File: src/dtu_defs.svh
`ifndef DTU_DEFS_SVH
`define DTU_DEFS_SVH

// ------------------------------------------------------------
// counter geometry
// ------------------------------------------------------------
`define DTU_CNT_W      16
`define DTU_CNT_ZERO   16'h0000
`define DTU_CNT_MAX    16'hFFFF
`define DTU_CNT_ONE    16'h0001

// ------------------------------------------------------------
// prescaler: finest step is two system clocks, shifted by 0..7
// ------------------------------------------------------------
`define DTU_PRE_W      8
`define DTU_PRE_SEL_W  3
`define DTU_BASE_MASK  8'h01
`define DTU_DIV_ZERO   8'h00
`define DTU_DIV_ONE    8'h01

// ------------------------------------------------------------
// synchronised pin vector layout
// ------------------------------------------------------------
`define DTU_PIN_N      7
`define DTU_PIN_ZERO   7'h00
`define DTU_PIN_CCNT   0
`define DTU_PIN_CDIR   1
`define DTU_PIN_ACNT   2
`define DTU_PIN_ADIR   3
`define DTU_PIN_CAP    4
`define DTU_PIN_SCNT   5
`define DTU_PIN_SDIR   6

`endif

File: src/dtu_pkg.sv
package dtu_pkg;
  // count source of either timer; latch only valid for the auxiliary timer
  typedef enum logic [1:0] {
    DTU_SRC_PRESCALE,
    DTU_SRC_PIN,
    DTU_SRC_LATCH,
    DTU_SRC_OFF
  } dtu_src_t;
endpackage

File: src/dtu_tmr_if.sv
`timescale 1ns/100ps
`include "dtu_defs.svh"
interface dtu_tmr_if;
  logic                   count_en;
  logic                   up;
  logic                   load;
  logic [`DTU_CNT_W-1:0]  load_val;
  logic                   clear;
  logic [`DTU_CNT_W-1:0]  value;
  logic                   wrap;

  modport ctl (output count_en, output up, output load, output load_val, output clear,
               input value, input wrap);
  modport tmr (input count_en, input up, input load, input load_val, input clear,
               output value, output wrap);
endinterface

File: src/dtu_timer.sv
`timescale 1ns/100ps
`include "dtu_defs.svh"
module dtu_timer
  import dtu_pkg::*;
(
  input  wire logic ref_clk_i,
  input  wire logic rst_b_i,
  dtu_tmr_if.tmr    t
);
  logic [`DTU_CNT_W-1:0] cnt_q;
  logic [`DTU_CNT_W-1:0] cnt_d;

  // ------------------------------------------------------------
  // overflow going up, underflow going down
  // ------------------------------------------------------------
  assign t.wrap  = t.count_en & (t.up ? (cnt_q == `DTU_CNT_MAX) : (cnt_q == `DTU_CNT_ZERO));
  assign t.value = cnt_q;

  always_comb begin
    cnt_d = cnt_q;
    if (t.clear) begin
      cnt_d = `DTU_CNT_ZERO;
    end else if (t.wrap && t.load) begin
      cnt_d = t.load_val;
    end else if (t.count_en) begin
      cnt_d = t.up ? cnt_q + `DTU_CNT_ONE : cnt_q - `DTU_CNT_ONE;
    end
  end

  always_ff @(posedge ref_clk_i) begin
    if (!rst_b_i) begin
      cnt_q <= `DTU_CNT_ZERO;
    end else begin
      cnt_q <= cnt_d;
    end
  end
endmodule

File: src/dtu_top.sv
`timescale 1ns/100ps
`include "dtu_defs.svh"
// Contract
// - finest count step is two system clock cycles
// - two independent timers, core and auxiliary, plus a shared capture/reload register
// - each timer counts prescaled system clock or an external pin
// - direction from a software bit or from the timer's direction pin
// - core toggle latch inverts on every core overflow or underflow
// - toggle latch can clock the auxiliary timer and drive an output pin
// - core overflow/underflow offered as clock to the compare unit timers
// - when enabled, core wrap reloads core timer from capture/reload register
// - selected capture pin edge copies auxiliary count into capture/reload register
// - optionally clear auxiliary timer right after each capture
// - capture may instead be triggered by sibling count and/or direction input edges
module dtu_top
  import dtu_pkg::*;
(
  input  wire logic                      ref_clk_i,
  input  wire logic                      rst_b_i,
  // core timer control
  input  wire logic [1:0]                core_src_i,
  input  wire logic [`DTU_PRE_SEL_W-1:0] core_prescale_i,
  input  wire logic                      core_up_i,
  input  wire logic                      core_dir_pin_en_i,
  input  wire logic                      reload_en_i,
  input  wire logic                      toggle_pin_en_i,
  // auxiliary timer control
  input  wire logic [1:0]                aux_src_i,
  input  wire logic [`DTU_PRE_SEL_W-1:0] aux_prescale_i,
  input  wire logic                      aux_up_i,
  input  wire logic                      aux_dir_pin_en_i,
  // capture control
  input  wire logic                      capture_rise_en_i,
  input  wire logic                      capture_fall_en_i,
  input  wire logic                      capture_clear_en_i,
  input  wire logic                      sibling_count_cap_en_i,
  input  wire logic                      sibling_dir_cap_en_i,
  input  wire logic                      capture_reload_reg_wr_i,
  input  wire logic [`DTU_CNT_W-1:0]     capture_reload_reg_wdata_i,
  // pins
  input  wire logic                      core_count_pin_i,
  input  wire logic                      core_direction_pin_i,
  input  wire logic                      aux_count_pin_i,
  input  wire logic                      aux_direction_pin_i,
  input  wire logic                      capture_pin_i,
  input  wire logic                      sibling_count_input_i,
  input  wire logic                      sibling_direction_input_i,
  // results
  output logic [`DTU_CNT_W-1:0]          core_count_o,
  output logic [`DTU_CNT_W-1:0]          aux_count_o,
  output logic [`DTU_CNT_W-1:0]          capture_reload_o,
  output logic                           toggle_latch_pin_o,
  output logic                           compare_clk_o,
  output logic                           capture_evt_o
);
  dtu_tmr_if core_if();
  dtu_tmr_if aux_if();

  // ------------------------------------------------------------
  // pin synchronisers and edge detect
  // ------------------------------------------------------------
  logic [`DTU_PIN_N-1:0] pin_raw;
  logic [`DTU_PIN_N-1:0] meta_q;
  logic [`DTU_PIN_N-1:0] sync_q;
  logic [`DTU_PIN_N-1:0] prev_q;
  logic [`DTU_PIN_N-1:0] rise;
  logic [`DTU_PIN_N-1:0] fall;

  assign pin_raw = {sibling_direction_input_i, sibling_count_input_i, capture_pin_i,
                    aux_direction_pin_i, aux_count_pin_i, core_direction_pin_i,
                    core_count_pin_i};
  assign rise = sync_q & ~prev_q;
  assign fall = ~sync_q & prev_q;

  // meta_q is read only by sync_q, edges come from the second stage
  always_ff @(posedge ref_clk_i) begin
    if (!rst_b_i) begin
      meta_q <= `DTU_PIN_ZERO;
      sync_q <= `DTU_PIN_ZERO;
      prev_q <= `DTU_PIN_ZERO;
    end else begin
      meta_q <= pin_raw;
      sync_q <= meta_q;
      prev_q <= sync_q;
    end
  end

  // ------------------------------------------------------------
  // prescaler
  // ------------------------------------------------------------
  logic [`DTU_PRE_W-1:0] div_q;
  logic [`DTU_PRE_W-1:0] div_d;
  logic [`DTU_PRE_W-1:0] core_mask;
  logic [`DTU_PRE_W-1:0] aux_mask;
  logic                  core_tick;
  logic                  aux_tick;

  // base divide is two clocks, each prescale step doubles it
  assign core_mask = `DTU_PRE_W'((`DTU_BASE_MASK << core_prescale_i) | ((`DTU_BASE_MASK <<
                     core_prescale_i) - `DTU_DIV_ONE));
  assign aux_mask  = `DTU_PRE_W'((`DTU_BASE_MASK << aux_prescale_i) | ((`DTU_BASE_MASK <<
                     aux_prescale_i) - `DTU_DIV_ONE));
  assign core_tick = (div_q & core_mask) == core_mask;
  assign aux_tick  = (div_q & aux_mask) == aux_mask;
  assign div_d     = div_q + `DTU_DIV_ONE;

  always_ff @(posedge ref_clk_i) begin
    if (!rst_b_i) begin
      div_q <= `DTU_DIV_ZERO;
    end else begin
      div_q <= div_d;
    end
  end

  // ------------------------------------------------------------
  // timers, toggle latch, capture/reload
  // ------------------------------------------------------------
  logic                  latch_q;
  logic                  latch_d;
  logic                  latch_prev_q;
  logic                  latch_evt;
  logic [`DTU_CNT_W-1:0] capture_reload_reg_q;
  logic [`DTU_CNT_W-1:0] capture_reload_reg_d;
  logic                  cap_evt;
  logic                  tpin_q;
  logic                  tpin_d;
  logic                  cmp_q;
  logic                  cmp_d;
  logic                  cap_o_q;
  logic                  cap_o_d;
  logic [`DTU_CNT_W-1:0] core_o_q;
  logic [`DTU_CNT_W-1:0] aux_o_q;
  dtu_src_t              core_src;
  dtu_src_t              aux_src;

  assign core_src  = dtu_src_t'(core_src_i);
  assign aux_src   = dtu_src_t'(aux_src_i);
  // the latch is registered, so the auxiliary timer sees a core wrap one clock late
  assign latch_evt = latch_q ^ latch_prev_q;

  // pin edges feed the capture, sibling inputs as an alternative source
  assign cap_evt = (capture_rise_en_i & rise[`DTU_PIN_CAP])
                 | (capture_fall_en_i & fall[`DTU_PIN_CAP])
                 | (sibling_count_cap_en_i & (rise[`DTU_PIN_SCNT] | fall[`DTU_PIN_SCNT]))
                 | (sibling_dir_cap_en_i & (rise[`DTU_PIN_SDIR] | fall[`DTU_PIN_SDIR]));

  always_comb begin
    unique case (core_src)
      DTU_SRC_PRESCALE: core_if.count_en = core_tick;
      DTU_SRC_PIN:      core_if.count_en = rise[`DTU_PIN_CCNT];
      default:          core_if.count_en = 1'b0;
    endcase
    unique case (aux_src)
      DTU_SRC_PRESCALE: aux_if.count_en = aux_tick;
      DTU_SRC_PIN:      aux_if.count_en = rise[`DTU_PIN_ACNT];
      DTU_SRC_LATCH:    aux_if.count_en = latch_evt;
      default:          aux_if.count_en = 1'b0;
    endcase
    core_if.up       = core_dir_pin_en_i ? sync_q[`DTU_PIN_CDIR] : core_up_i;
    aux_if.up        = aux_dir_pin_en_i ? sync_q[`DTU_PIN_ADIR] : aux_up_i;
    core_if.load     = reload_en_i;
    core_if.load_val = capture_reload_reg_q;
    core_if.clear    = 1'b0;
    aux_if.load      = 1'b0;
    aux_if.load_val  = `DTU_CNT_ZERO;
    aux_if.clear     = cap_evt & capture_clear_en_i;
    latch_d  = latch_q ^ core_if.wrap;
    tpin_d   = toggle_pin_en_i & latch_q;
    cmp_d    = core_if.wrap;
    cap_o_d  = cap_evt;
    // hardware capture beats a software write in the same clock
    capture_reload_reg_d = capture_reload_reg_q;
    if (cap_evt) begin
      capture_reload_reg_d = aux_if.value;
    end else if (capture_reload_reg_wr_i) begin
      capture_reload_reg_d = capture_reload_reg_wdata_i;
    end
  end

  always_ff @(posedge ref_clk_i) begin
    if (!rst_b_i) begin
      latch_q      <= 1'b0;
      latch_prev_q <= 1'b0;
      capture_reload_reg_q     <= `DTU_CNT_ZERO;
      tpin_q       <= 1'b0;
      cmp_q        <= 1'b0;
      cap_o_q      <= 1'b0;
      core_o_q     <= `DTU_CNT_ZERO;
      aux_o_q      <= `DTU_CNT_ZERO;
    end else begin
      latch_q      <= latch_d;
      latch_prev_q <= latch_q;
      capture_reload_reg_q     <= capture_reload_reg_d;
      tpin_q       <= tpin_d;
      cmp_q        <= cmp_d;
      cap_o_q      <= cap_o_d;
      core_o_q     <= core_if.value;
      aux_o_q      <= aux_if.value;
    end
  end

  dtu_timer u_core (
    .ref_clk_i (ref_clk_i),
    .rst_b_i   (rst_b_i),
    .t         (core_if.tmr)
  );

  dtu_timer u_aux (
    .ref_clk_i (ref_clk_i),
    .rst_b_i   (rst_b_i),
    .t         (aux_if.tmr)
  );

  assign core_count_o       = core_o_q;
  assign aux_count_o        = aux_o_q;
  assign capture_reload_o   = capture_reload_reg_q;
  assign toggle_latch_pin_o = tpin_q;
  assign compare_clk_o      = cmp_q;
  assign capture_evt_o      = cap_o_q;
endmodule

File: config.mk
export PLATFORM = sky130hd
export DESIGN_NAME = dtu_top
export DESIGN_NICKNAME = d
export VERILOG_FILES = /design/src/dtu_pkg.sv /design/src/dtu_tmr_if.sv /design/src/dtu_timer.sv /design/src/dtu_top.sv
export VERILOG_INCLUDE_DIRS = /design/src
export SDC_FILE = /design/constraint.sdc
export NUM_CORES = 1
export LEC_CHECK = 0
export BUFFER_PORTS_ARGS = -buffer_cell sky130_fd_sc_hd__buf_2
export CAP_MARGIN = 10
export CORE_ASPECT_RATIO = 0.5
export CORE_UTILIZATION = 50
export CTS_CLUSTER_SIZE = 40
export DETAILED_ROUTE_END_ITERATION = 8
export PLACE_DENSITY = 0.82
export SYNTH_ARGS = -nofsm -noshare
export SYNTH_HDL_FRONTEND = slang
export SYNTH_SLANG_ARGS = --single-unit
File: constraint.sdc
create_clock -name ref_clk_i -period 3.3 [get_ports ref_clk_i]
set_clock_uncertainty 0.1 [all_clocks]
set_input_delay 0.165 -clock ref_clk_i [delete_from_list [all_inputs] [get_ports ref_clk_i]]
set_output_delay 0.165 -clock ref_clk_i [all_outputs]
set_load 0.01 [all_outputs]
# --- Word level (Yosys, flattened, before mapping) ---
# Cells that the tools add are included.
# Widths: inputs -> output; s select.
classes:
  add_sub_neg: 7
  multipliers: 0
  n_div: 0
  n_lt_le_gt_ge: 0
  n_eq_ne: 6
  n_shift: 2
  n_mux: 11
  n_bitwise: 23
  reduce_logical: 7
ops:
  columns: ["op", "count"]
  rows:
  - ["$mux 16", 6]
  - ["$add 16x1->16 const B", 2]
  - ["$sub 16x1->16 const B", 2]
  - ["$and 8x8->8", 2]
  - ["$eq 16x16->1 const B", 1]
  - ["$eq 8x8->1", 2]
  - ["$logic_not 16->1", 1]
  - ["$or 8x8->8", 2]
  - ["$shl 1x3->8 const A", 2]
  - ["$sub 8x1->8 const B", 2]
  - ["$and 7x7->7", 2]
  - ["$not 7->7", 2]
  - ["$add 8x1->8 const B", 1]
  - ["$and 1x1->1", 7]
  - ["$or 1x1->1", 5]
  - ["$eq 2x1->1 const B", 2]
  - ["$logic_not 2->1", 2]
  - ["$reduce_bool 2->1", 2]
  - ["$mux 1", 3]
  - ["$pmux 1 s3", 1]
  - ["$eq 2x2->1 const B", 1]
  - ["$pmux 1 s2", 1]
  - ["$reduce_or 2->1", 1]
  - ["$xor 1x1->1", 2]
  - ["2 further kinds", 2]
totals:
  ff_bits: 114
  latchBits: 0
  ram_bits: 0
  rom_bits: 0
  input_bits: 47
  out_inout_bits: 51
  word_cells: 70
  mem_count: 0

# --- Longest topological paths before layout ---
logic_depth:
  word_depth: 9
  depth_mapped: 9
  mapped_depth_nobuf: 9

# --- Hierarchy ---
# A second synthesis with hierarchy kept.
hier_totals:
  hier_cells: 662
  area_unflattened_um2: 6037.0
modules_own_cells:
  columns: ["module", "instances", "cells_each", "area_per_inst_um2", "seq_area_each_um2"]
  rows:
  - ["dtu_top", 1, 260, 2914.0, 1601.5]
  - ["dtu_timer (u_core)", 1, 214, 1605.3, 320.3]
  - ["dtu_timer (u_aux)", 1, 188, 1517.7, 320.3]

# --- Worst setup path after synthesis ---
# No wires, ideal clock.
synth_timing:
  kind: "register to register"
  start: "register sync_q[1]"
  end: "register u_core.cnt_q[14] (netlist: u_core.t.value[14])"
  setup_ns: 0.128
  arrival_ns: 2.766
  required_time_ns: 3.072
  setup_slack_ns: 0.306
  stages_incl_launch_ff: 10
  path_buffers: 0
  period_less_slack_ns: 2.994
  path_cell_list: "dfxtp_1 mux2i_1 ha_1 a21o_1 a221oi_2 o21ai_1 nor4_1 a311oi_1 mux2i_1 o21ai_1"
synth_between:
  elab_chain_cells: 5
  word_cells_on_any_way: 8
  cone_classes: "5 x mux; 1 x bitwise; 2 x reduce/logical"
synth_lines:
  columns: ["element", "line", "rtl"]
  rows:
  - ["from (decl)", "dtu_top.sv:64", "logic [`DTU_PIN_N-1:0] sync_q;"]
  - ["from (signal assigned)", "dtu_top.sv:79", "sync_q <= `DTU_PIN_ZERO;"]
  - ["from (signal assigned)", "dtu_top.sv:83", "sync_q <= meta_q;"]
  - ["$mux 1 (*)", "dtu_top.sv:159", "core_if.up = core_dir_pin_en_i ? sync_q[`DTU_PIN_CDIR] : core_up_i;"]
  - ["$mux 1", "dtu_timer.sv:16", "assign t.wrap = t.count_en & (t.up ? (cnt_q == `DTU_CNT_MAX) : (cnt_q == `DTU_CNT_ZERO));"]
  - ["$and 1x1->1", "dtu_timer.sv:16", null]
  - ["$logic_and 1x1->1", "dtu_timer.sv:23", "end else if (t.wrap && t.load) begin"]
  - ["$mux 16 or $reduce_bool 2->1 (tied branches)", null, null]
  - ["to (signal assigned)", "dtu_timer.sv:32", "cnt_q <= `DTU_CNT_ZERO;"]
  - ["to (signal assigned)", "dtu_timer.sv:34", "cnt_q <= cnt_d;"]
  - ["to (decl)", "dtu_timer.sv:10", "logic [`DTU_CNT_W-1:0] cnt_q;"]
# Every way passes the cells marked *; elsewhere a longest branch is shown, timed or not. The select of a mux whose other input is x is not followed.
# A chain may end at the register's enable or synchronous reset.

# --- Worst setup path after layout ---
# Same ends and word-level chain as after synthesis.

==> results.sh <==
export IMPL_max_freq_mhz=368
export IMPL_synth_seq_cells=112
export IMPL_cp_arrival_ns=2.83
export IMPL_cts_tree="done"
export IMPL_syn_mean_instance_area_um2=9.14
export IMPL_synth_top_area_share_pct=41.9
export IMPL_hpwl_um=8800
export IMPL_antenna_found_initial=0
export IMPL_cts_buffers=9
export IMPL_hold_viol_final=0
export IMPL_synth_area_leaders="dfxtp_1, mux2i_1, ha_1, and2_1, nor2_1"
export IMPL_start_util_pct=51.9
export IMPL_first_pass_iters=5
export IMPL_syn_area_mm2=0.00536
export IMPL_syn_nets=664
export IMPL_rr_startpoint="sync_q[1]$_SDFF_PN0_"
export IMPL_async_flop_share_pct=0
export IMPL_period_share_pct=82.3
export IMPL_fin_area_mm2=0.00634
export IMPL_root_buffer="clkbuf_16"
export IMPL_gp_congestion=0.946
export IMPL_p_leak_nw=2.97
export IMPL_drv_slew=0
export IMPL_placed_cell_area_mm2=0.00597
export IMPL_routed_wl_um=12200
export IMPL_reg2reg_slack_ns=0.58
export IMPL_drc=0
export IMPL_grt_max_degree=35
export IMPL_timing_final_crit_period_ns=2.72
export IMPL_finalPower_mw=2.89
export IMPL_relSlewSlack_pct=36.4
export IMPL_required_ns=3.41
export IMPL_layout_drive_gt1_share_pct=18.1
export IMPL_grt_pass1_vias=3971
export IMPL_hp_start="capture_reload_reg_wdata_i[0]"
export IMPL_rsz0062_at_grt="no"
export IMPL_cp_start_kind="flop"
export IMPL_synth_top_cell_by_area="dfxtp_1"
export IMPL_timing_max_cap_violations=0
export IMPL_hp_class="primary input to flop"
export IMPL_via_per_inst=5.37
export IMPL_fin_nets=765
export IMPL_crit_fanout=17
export IMPL_clk_latency_ns=0.34
export IMPL_r2r_cells=10
export IMPL_clkTransAtPathRegs_ns=0.07
export IMPL_worstHoldEndpoint="capture_reload_o[0]$_SDFFE_PN0P_"
export IMPL_fin_setup_tns_ns=0
export IMPL_worst_pin_slew_ns=0.950
export IMPL_ctsHtreeMaxLevel=3
export IMPL_hold_path_depth=5
export IMPL_ys_warn_count=0
export IMPL_dieHeight_um=75.2
export IMPL_overflow=0
export IMPL_pin_count=98
export IMPL_num_vias=4471
export IMPL_clock_path_buffers=2
export IMPL_synth_cell_types=55
export IMPL_ys_dominant_reg_cell="dfxtp_1"
export IMPL_synth_most_common_cell="dfxtp_1"
export IMPL_drt_iter0_drc=294
export IMPL_cellPowerDensity_mw_per_mm2=455
export IMPL_synth_edf_count=0
export IMPL_synth_seq_area_share_pct=41.9
export IMPL_reg2reg_to="u_core.t.value[14]$_SDFFE_PN0P_"
export IMPL_core_mm2=0.0103
export IMPL_post_cts_repair_setup_buffers=0
export IMPL_die_area_mm2=0.0112
export IMPL_ant_nets=0
export IMPL_grt_pass1_wl_um=19100
export IMPL_ir_drop_v=0.000280
export IMPL_post_cts_resized=0
export IMPL_synthTopCellsByCount="dfxtp_1, nor2_1, and2_1"
export IMPL_crit_type="flop to flop"
export IMPL_post_route_util_pct=61.5
export IMPL_antennaDiodeCount=0
export IMPL_wl_per_cell_um=14.6
export IMPL_finalSetupViolCount=0
export IMPL_endpoint_kind="flop"
export IMPL_synthToLayoutAreaGrowth_pct=18.5
export IMPL_die_x_um=148
export IMPL_io_buffers=97
export IMPL_grt_use_total_pct=21.9
export IMPL_clkSinkCount=112
export IMPL_status="completed"
export IMPL_rows=26
export IMPL_syn_inst=586
[area by class of cell]
type,count,area [um2]
clock buffers,13,270
clock inverters,3,23.8
fillers,822,3970
inverters,16,60.1
multi-input cells,438,2970
flip-flops and latches,112,2240
well taps,140,175
repair buffers,110,603
[worst max path at each step]
stage               slack [ns]            startpoint                         endpoint  cells after the start
floorplan                 0.31  sync_q[1]$_SDFF_PN0_  u_core.t.value[14]$_SDFFE_PN0P_                      9
global placement          0.76      aux_dir_pin_en_i   u_aux.t.value[15]$_SDFFE_PP0P_                     11
detailed placement        0.72      aux_dir_pin_en_i   u_aux.t.value[15]$_SDFFE_PP0P_                     11
CTS                       0.70  sync_q[1]$_SDFF_PN0_  u_core.t.value[14]$_SDFFE_PN0P_                     10
global route              0.49  sync_q[3]$_SDFF_PN0_   u_aux.t.value[15]$_SDFFE_PP0P_                     10
finish                    0.58  sync_q[1]$_SDFF_PN0_  u_core.t.value[14]$_SDFFE_PN0P_                     10
[flip-flops by register name, indices dropped and copies added, names as in the netlist, 7 cells and up]
register / flops
aux_count_o: 16
capture_reload_o: 16
core_count_o: 16
div_q: 8
meta_q: 7
sync_q: 7
u_aux.t.value: 16
u_core.t.value: 16
[cells in the final DEF, fill, tap and decap left out, types with 9 or more instances in the layout]
master and instances:
nor2_1 73, buf_2 97, clkbuf_16 9, dfxtp_1 112, inv_1 15, ha_1 29, xor2_1 14, a21oi_1 41
nand2_1 34, xnor2_1 21, o21ai_0 14, mux2i_1 40, o21ai_1 15, and2_1 53
[where the power goes]
| part | switching, mW | internal (mW) | leakage [nW] |
|---|---|---|---|
| clock | 0.469 | 0.577 | 0.138 |
| combinational | 0.235 | 0.180 | 1.92 |
| sequential | 0.0362 | 1.39 | 0.910 |
[cells by family after synthesis]
family	share of synthesized area (%)
compound gates	15.7
flops	41.9
mux	7.47
simple gates	19.1
xor+xnor	5.72
buf+inv	2.69
fa+ha+maj	7.52
[layer usage]
metal  GRT usage [%]  wire length [um]  vias up
met1            28.0              5510     2063
met4            7.22               223        0
met2            37.6              5820      122
met5               0                 0        -
met3            4.91               602       23
li1                -                 -     2263
[critical path, stage by stage (launching register included)]
cell and delay (ns):
dfxtp_1 0.30, mux2i_1 0.12, buf_4 0.27, ha_1 0.34, a21o_1 0.19, a221oi_2 0.40, o21ai_1 0.19, nor4_1 0.34
a311oi_1 0.10, mux2i_1 0.16, o21ai_1 0.07
[what timing repair did]
action                                  4_1_cts  5_1_grt
hold endpoints to repair                      8        0
hold buffers                                  8        0
endpoints found under the setup margin        0        0
[through the flow]
step,std cells,setup slack (ns),hold WS (ns)
floorplan,586,0.306,0.192
global placement,808,0.761,0.270
detailed placement,808,0.723,0.273
CTS,832,0.698,0.0852
global route,832,0.487,0.125
finish,832,0.583,0.0898
Note: power is estimated with default switching activity, not from simulation.
